`src/cgb_defs.svh`:
```
`ifndef CGB_DEFS_SVH
`define CGB_DEFS_SVH

// ----------------------------------------
// Register map
// ----------------------------------------
// Register index; byte address is four times the index
`define CGB_GAIN_LOW_IDX 4'h4
`define CGB_GAIN_LOW_ADDR 12'h010
`define CGB_STATUS_ADDR 12'h040
`define CGB_ADDR_W 12

// ----------------------------------------
// Field positions
// ----------------------------------------
`define CGB_CH0_LSB 0
`define CGB_CH1_LSB 4
`define CGB_CH2_LSB 8
`define CGB_CH3_LSB 12
`define CGB_RSVD_MASK 16'h8888
`define CGB_ST_RSVD_BIT 0
`define CGB_ST_CNT_LSB 8

// ----------------------------------------
// Reset values
// ----------------------------------------
`define CGB_GAIN_LOW_RST 16'h0000
`define CGB_FACTOR_RST 8'h01

`endif

```
`src/cgb_pkg.sv`:
```
package cgb_pkg;
	typedef logic [2:0] cgb_code_t;
	typedef logic [7:0] cgb_factor_t;
	typedef enum logic [1:0] {
		CGB_IDLE,
		CGB_ACCESS
	} cgb_phase_e;
endpackage

```
`src/cgb_if.sv`:
```
`timescale 1ns/1ps
interface cgb_if;
	logic wr_stb;
	logic [11:0] addr;
	logic [31:0] wdata;
	logic [31:0] rdata;
	logic hit;
	modport slave (output wr_stb, output addr, output wdata,
		input rdata, input hit);
	modport regs (input wr_stb, input addr, input wdata,
		output rdata, output hit);
endinterface

```
`src/cgb_gain_bank.sv`:
```
`timescale 1ns/1ps
`include "cgb_defs.svh"
// Behaviour
// - Channel 0 code in bits 2:0
// - Channel 1 code in bits 6:4
// - Channel 2 code in bits 10:8
// - Channel 3 code in bits 14:12
// - Reset clears register, all gains one
module cgb_gain_bank
	import cgb_pkg::*;
(
	input wire logic sys_clk,
	input wire logic reset_n,
	input wire logic psel,
	input wire logic penable,
	input wire logic pwrite,
	input wire logic [31:0] paddr,
	input wire logic [31:0] pwdata,
	output logic pready,
	output logic [31:0] prdata,
	output logic pslverr,
	output logic [2:0] ch0_gain_code,
	output logic [2:0] ch1_gain_code,
	output logic [2:0] ch2_gain_code,
	output logic [2:0] ch3_gain_code,
	output logic [7:0] ch0_gain_factor,
	output logic [7:0] ch1_gain_factor,
	output logic [7:0] ch2_gain_factor,
	output logic [7:0] ch3_gain_factor,
	output logic gain_updated
);

	// ----------------------------------------
	// Helpers
	// ----------------------------------------
	// Each code step doubles the gain, starting at one; a table keeps
	// the mapping easy to hold against the code list
	function automatic cgb_factor_t gain_factor(input cgb_code_t code);
		case (code)
			3'h0: gain_factor = 8'h01;
			3'h1: gain_factor = 8'h02;
			3'h2: gain_factor = 8'h04;
			3'h3: gain_factor = 8'h08;
			3'h4: gain_factor = 8'h10;
			3'h5: gain_factor = 8'h20;
			3'h6: gain_factor = 8'h40;
			3'h7: gain_factor = 8'h80;
			default: gain_factor = 8'h01;
		endcase
	endfunction

	function automatic cgb_code_t field(input logic [15:0] word,
		input int lsb);
		field = word[lsb +: 3];
	endfunction

	// Any reserved bit set in a word bound for the gain register
	function automatic logic rsvd_set(input logic [15:0] word);
		rsvd_set = |(word & `CGB_RSVD_MASK);
	endfunction

	// Status layout: sticky flag in bit 0, write count in bits 15:8
	function automatic logic [31:0] status_word(input logic seen,
		input logic [7:0] count);
		status_word = 32'h0;
		status_word[`CGB_ST_RSVD_BIT] = seen;
		status_word[`CGB_ST_CNT_LSB +: 8] = count;
	endfunction

	// ----------------------------------------
	// Address decode
	// ----------------------------------------
	typedef enum {
		CGB_SEL_NONE,
		CGB_SEL_GAIN,
		CGB_SEL_STATUS
	} cgb_sel_e;

	// Only the low twelve address bits take part in the decode
	function automatic cgb_sel_e sel_of(input logic [11:0] addr);
		case (addr)
			`CGB_GAIN_LOW_ADDR: sel_of = CGB_SEL_GAIN;
			`CGB_STATUS_ADDR: sel_of = CGB_SEL_STATUS;
			default: sel_of = CGB_SEL_NONE;
		endcase
	endfunction

	// ----------------------------------------
	// State
	// ----------------------------------------
	typedef struct packed {
		logic [15:0] gain_low;
		cgb_factor_t fac0;
		cgb_factor_t fac1;
		cgb_factor_t fac2;
		cgb_factor_t fac3;
		logic rsvd_seen;
		logic [7:0] wr_count;
		logic updated;
	} cgb_bank_s;

	cgb_bank_s st_r;
	cgb_bank_s st_nxt;

	cgb_if bus ();

	cgb_apb_slave u_apb (
		.sys_clk(sys_clk),
		.reset_n(reset_n),
		.psel(psel),
		.penable(penable),
		.pwrite(pwrite),
		.paddr(paddr),
		.pwdata(pwdata),
		.pready(pready),
		.prdata(prdata),
		.pslverr(pslverr),
		.bus(bus)
	);

	// ----------------------------------------
	// Read and write decode
	// ----------------------------------------
	cgb_sel_e sel;
	logic hit_gain;
	logic hit_status;
	logic wr_gain;
	logic wr_status;
	logic [15:0] wr_word;

	assign sel = sel_of(bus.addr);
	assign hit_gain = (sel == CGB_SEL_GAIN);
	assign hit_status = (sel == CGB_SEL_STATUS);
	// Only a committed access phase may touch storage
	assign wr_gain = bus.wr_stb && hit_gain;
	assign wr_status = bus.wr_stb && hit_status;
	assign wr_word = bus.wdata[15:0];
	assign bus.hit = hit_gain || hit_status;

	// Unmapped reads return zero; the bridge flags them separately
	always_comb begin
		bus.rdata = 32'h0;
		case (sel)
			CGB_SEL_GAIN: begin
				bus.rdata[15:0] = st_r.gain_low;
			end
			CGB_SEL_STATUS: begin
				bus.rdata = status_word(st_r.rsvd_seen, st_r.wr_count);
			end
			default: begin
				bus.rdata = 32'h0;
			end
		endcase
	end

	// ----------------------------------------
	// Register update
	// ----------------------------------------
	always_comb begin
		st_nxt = st_r;
		st_nxt.updated = 1'b0;
		if (wr_gain) begin
			// Reserved bits are stored as written and read back
			st_nxt.gain_low = wr_word;
			st_nxt.updated = 1'b1;
			// Count wraps; it only shows that writes are landing
			st_nxt.wr_count = st_r.wr_count + 8'h01;
		end
		// Write one to clear; a new violation in the same cycle wins
		if (wr_status && bus.wdata[`CGB_ST_RSVD_BIT]) begin
			st_nxt.rsvd_seen = 1'b0;
		end
		if (wr_gain && rsvd_set(wr_word)) begin
			st_nxt.rsvd_seen = 1'b1;
		end
		st_nxt.fac0 = gain_factor(field(st_nxt.gain_low, `CGB_CH0_LSB));
		st_nxt.fac1 = gain_factor(field(st_nxt.gain_low, `CGB_CH1_LSB));
		st_nxt.fac2 = gain_factor(field(st_nxt.gain_low, `CGB_CH2_LSB));
		st_nxt.fac3 = gain_factor(field(st_nxt.gain_low, `CGB_CH3_LSB));
	end

	always_ff @(posedge sys_clk or negedge reset_n) begin
		if (!reset_n) begin
			st_r <= '{
				gain_low: `CGB_GAIN_LOW_RST,
				fac0: `CGB_FACTOR_RST,
				fac1: `CGB_FACTOR_RST,
				fac2: `CGB_FACTOR_RST,
				fac3: `CGB_FACTOR_RST,
				rsvd_seen: 1'b0,
				wr_count: 8'h00,
				updated: 1'b0
			};
		end else begin
			st_r <= st_nxt;
		end
	end

	// ----------------------------------------
	// Amplifier outputs
	// ----------------------------------------
	// codes presented continuously
	// Codes and factors share one edge, so they never disagree

	assign ch0_gain_code = st_r.gain_low[`CGB_CH0_LSB +: 3];
	assign ch0_gain_factor = st_r.fac0;

	assign ch1_gain_code = st_r.gain_low[`CGB_CH1_LSB +: 3];
	assign ch1_gain_factor = st_r.fac1;

	assign ch2_gain_code = st_r.gain_low[`CGB_CH2_LSB +: 3];
	assign ch2_gain_factor = st_r.fac2;

	assign ch3_gain_code = st_r.gain_low[`CGB_CH3_LSB +: 3];
	assign ch3_gain_factor = st_r.fac3;

	// Pulse for the cycle after a gain write lands
	assign gain_updated = st_r.updated;
endmodule

```
`src/cgb_apb_slave.sv`:
```
`timescale 1ns/1ps
`include "cgb_defs.svh"
module cgb_apb_slave
	import cgb_pkg::*;
(
	input wire logic sys_clk,
	input wire logic reset_n,
	input wire logic psel,
	input wire logic penable,
	input wire logic pwrite,
	input wire logic [31:0] paddr,
	input wire logic [31:0] pwdata,
	output logic pready,
	output logic [31:0] prdata,
	output logic pslverr,
	cgb_if.slave bus
);
	typedef struct packed {
		cgb_phase_e phase;
		logic ready;
		logic err;
		logic [31:0] rdata;
	} cgb_apb_s;

	cgb_apb_s st_r;
	cgb_apb_s st_nxt;

	// ----------------------------------------
	// Decode during setup, answer in access
	// ----------------------------------------
	// One wait-free access cycle: pready rises at the first access edge
	always_comb begin
		st_nxt = st_r;
		st_nxt.ready = 1'b0;
		case (st_r.phase)
			CGB_IDLE: begin
				if (psel && !penable) begin
					st_nxt.phase = CGB_ACCESS;
					st_nxt.ready = 1'b1;
					st_nxt.err = !bus.hit;
					st_nxt.rdata = (pwrite || !bus.hit) ? 32'h0 : bus.rdata;
				end
			end
			CGB_ACCESS: begin
				st_nxt.phase = CGB_IDLE;
				st_nxt.err = 1'b0;
				st_nxt.rdata = 32'h0;
				if (psel && !penable) begin
					st_nxt.phase = CGB_ACCESS;
					st_nxt.ready = 1'b1;
					st_nxt.err = !bus.hit;
					st_nxt.rdata = (pwrite || !bus.hit) ? 32'h0 : bus.rdata;
				end
			end
			default: begin
				st_nxt.phase = CGB_IDLE;
			end
		endcase
	end

	always_ff @(posedge sys_clk or negedge reset_n) begin
		if (!reset_n) begin
			st_r <= '{phase: CGB_IDLE, ready: 1'b0, err: 1'b0,
				rdata: 32'h0};
		end else begin
			st_r <= st_nxt;
		end
	end

	assign bus.addr = paddr[11:0];
	assign bus.wdata = pwdata;
	// Writes to unmapped addresses are dropped, not stored
	assign bus.wr_stb = psel && penable && st_r.ready && pwrite && !st_r.err;
	assign pready = st_r.ready;
	assign prdata = st_r.rdata;
	assign pslverr = st_r.err;
endmodule

```
`config.mk`:
```
export PLATFORM = sky130hd
export DESIGN_NAME = cgb_gain_bank
export DESIGN_NICKNAME = d
export VERILOG_FILES = /design/src/cgb_pkg.sv /design/src/cgb_if.sv /design/src/cgb_gain_bank.sv /design/src/cgb_apb_slave.sv
export VERILOG_INCLUDE_DIRS = /design/src
export SDC_FILE = /design/constraint.sdc
export NUM_CORES = 1
export LEC_CHECK = 0
export BUFFER_PORTS_ARGS = -buffer_cell sky130_fd_sc_hd__buf_2
export CAP_MARGIN = 15
export CORE_MARGIN = 2
export CORE_UTILIZATION = 30
export CTS_BUF_LIST = sky130_fd_sc_hd__clkbuf_16
export CTS_CLUSTER_DIAMETER = 100
export DETAILED_ROUTE_END_ITERATION = 16
export GPL_ROUTABILITY_DRIVEN = 0
export PLACE_DENSITY = 0.57
export SYNTH_ARGS = -nofsm -noshare
export SYNTH_HDL_FRONTEND = slang
export SYNTH_SLANG_ARGS = --single-unit
```
`constraint.sdc`:
```
create_clock -name sys_clk -period 2 [get_ports sys_clk]
set_input_delay 0.2 -clock sys_clk [delete_from_list [all_inputs] [get_ports sys_clk]]
set_output_delay 0.2 -clock sys_clk [all_outputs]
set_load 0.01 [all_outputs]
```
==> reports/qor.csv <==
stage,metric,value,unit
logic_synthesis,ys flop type,dfrtp_1,
worst_hold_path,Hold Crit Class,input pin to flop,
sta,"Hold Vio Cnt, Final",0,
floorplanning,Starting Density,0.3043,
pwr,PD cells,675.3,mW/mm2
cts,Clock Sinks,77,
global_route,number of global-route vias before repair,2670,
outcome,status,"complete, no violations",
pwr,total power draw,3.164,mW
cells_and_area,share of cells above drive strength 1,0.3986,
logic_synthesis,Syn Inst Count,384,
logic_synthesis,synth cell count leaders,"80 x buf_4, 73 x dfrtp_1, 25 x mux2i_1",
sta,RSZ-0062 raised after global routing,no,
placement,Post-DP Area,0.004382,mm2
global_route,grt ovf,0,
sta,"Setup violations, final",0,
sta,crit path time final,1928,ps
sta,worst-margin pin slew,523.1,ps
logic_synthesis,sequential area share after synthesis,0.4609,
logic_synthesis,synthesized area per cell,10.92,um2
placement,dpl ws,-451.7,ps
logic_synthesis,Syn. warnings,0,
sta,Tcrit/Tclk final,0.9641,
logic_synthesis,synthesized cell area,0.004192,mm2
floorplanning,Boundary Pins,148,
global_route,GRT Resource Usage Total,0.1190,
cells_and_area,# nets final,481,
routing,Vias,2718,
cells_and_area,fin cells,594,
setup_path,Arrival @ worst endpoint,2190,ps
sta,worst hold slack,92.47,ps
sta,setup tns final,0,ps
routing,First-pass DRT Iterations,4,
routing,vias per cell,4.576,
logic_synthesis,cell taking the most area after synthesis,dfrtp_1,
floorplanning,row cnt,43,
cells_and_area,final core utilization,0.3402,
cts,Clock transition at path regs,60,ps
cts,"Clk Latency, worst-skew pair",330,ps
routing,ANT nets after route,0,
sta,Max Freq,0.5186,GHz
sta,Slew headroom,0.6512,
routing,WL final,8621,um
global_route,largest net degree at the start of global routing,41,
cts,clk root buf,clkbuf_16,
pwr,Leak,2.241,nW
logic_synthesis,flop and latch count out of synthesis,77,
cells_and_area,Area Growth Syn to Fin,11.79,%
setup_path,Critical Path Sink Type,flop,
setup_path,Required @ worst endpoint,2260,ps
setup_path,Setup CP Type,input pin to flop,
routing,DR WL/cell,14.51,um
floorplanning,Chip Height,122.2,um
logic_synthesis,top post-synthesis cells by area,"dfrtp_1 44%, buf_4 14%, mux2_2 6.2%",
floorplanning,Die ar.,0.01493,mm2
floorplanning,Die Span X,122.2,um
cells_and_area,fillers,1440,
logic_synthesis,Post-synth EDFFs,0,
cts,Longest Clk Path Bufs,2,
cts,CTS tree,done,
floorplanning,Core Area,0.01377,mm2
global_route,first-pass GRT wire length,13970,um
cts,TritonCTS buffer count,9,
global_route,initial antenna violation count,0,
setup_path,Critical Path Start Type,input pin,
routing,Post-route DRC,0,
placement,placed insts,577,
placement,port bufs,95,
placement,HPWL Detailed,6097,um
sta,Slew Limit Fails,0,
sta,final worst setup slack,71.75,ps
cells_and_area,n_diodes,0,
logic_synthesis,number of distinct library cells after synthesis,35,
cells_and_area,post-route cell area,0.004686,mm2
cts,H-tree depth,3,
logic_synthesis,Synth top area share,0.4358,
sta,clk_skew,6.926,ps
routing,initial drt markers,156,
setup_path,peak fanout along the critical path,7,
pwr,worst vdd ir,0.3731,mV
logic_synthesis,ys async rst share,1.000,
logic_synthesis,most frequent cell after synthesis,buf_4,
flow_run,MaxCap Viol Count,0,
## placed cells by master (no fill, tap or decap), types with 2 or more instances in the layout
cell type,n
conb_1,16
dfstp_2,4
nor4_4,2
ha_1,2
nand3_1,13
inv_1,4
clkbuf_16,9
nor3b_1,7
buf_12,3
a22o_1,7
xor2_1,7
o2bb2ai_1,9
nor4_1,4
nand4_1,2
buf_6,2
nor2_1,13
nand3b_1,24
mux2i_1,24
buf_2,94
dfrtp_1,73
mux2_2,23
o21ai_0,2
clkinv_1,3
nor3_1,11
or3b_2,8
a22oi_1,9
buf_4,8
nand2_1,14
## where the power goes
part	internal, mW	total [mW]	switching, mW
Combinational	0.0576	0.174	0.116
Sequential	1.56	1.57	0.00362
Clock	0.820	1.42	0.604
Total	2.44	3.16	0.724
## cell type report
type	count	area [um2]	share of cell area
well taps	180	225.2	0.04806
multi-input cells	211	1638	0.3495
clock buffers	9	225.2	0.04806
repair buffers	108	623.1	0.1330
flip-flops and latches	77	1932	0.4123
clock inverters	7	35.03	0.007477
inverters	2	7.507	0.001602
## timing repair
action / 4_1_cts / 5_1_grt
hold buffers: 1 / 0
endpoints found under the setup margin: 16 / 47
endpoints found under the hold margin: 34 / 0
buffers inserted: 0 / 0
pin swaps: 0 / 3
gates resized for setup: 1 / 6
## path summary, 6_finish.rpt
| kind | startpoint | endpoint | slack [ps] | cells past startpoint |
|---|---|---|---|---|
| min in group asynchronous | reset_n | ch1_gain_factor[2] | 410 | 2 |
| max reg2reg | u_apb.pslverr | ch2_gain_factor[6] | 380 | 5 |
| max | paddr[5] | u_apb.prdata[5] | 70 | 8 |
| min | penable | u_apb.st_r[34] | 90 | 2 |
| max in group asynchronous | reset_n | ch0_gain_factor[0] | 940 | 3 |
| min reg2reg | st_r[8] | st_r[8] | 480 | 1 |
## critical path, stage by stage
cell     delay [ps]
buf_2           110
nor4_4          270
nand3_2         140
or3b_4          400
ha_4            220
or4b_4          530
nor2_8          160
a22o_1          150
## sequential cells by signal (all words and copies together), names as in the netlist, 8 cells and up
register / count
ch2_gain_factor: 8
ch0_gain_factor: 8
ch1_gain_factor: 8
ch3_gain_factor: 8
st_r: 13
u_apb.prdata: 16
## cell families (layout without fill, tap and decap cells)
| family | after synthesis | count (layout) | share of synthesized area |
|---|---|---|---|
| buffers and inverters | 111 | 126 | 0.1767 |
| adders and majority gates | 3 | 3 | 0.008956 |
| muxes | 49 | 49 | 0.1242 |
| xor gates and xnor gates | 7 | 7 | 0.01463 |
| and+or+nand+nor | 108 | 108 | 0.1597 |
| AOI/OAI and AO/OA | 28 | 28 | 0.05403 |
| DFF | 77 | 77 | 0.4609 |
| other | 1 | 16 | 0.0008947 |
## layer usage
| metal | vias to the layer above | part of all wire | track usage |
|---|---|---|---|
| met5 | - | 0 | 0 |
| met4 | 0 | 0.016 | 0.04741 |
| met3 | 8 | 0.050 | 0.02622 |
| met2 | 71 | 0.47 | 0.1868 |
| met1 | 1350 | 0.46 | 0.1593 |
| li1 | 1289 | - | - |
Note: power is estimated with default switching activity, not from simulation.
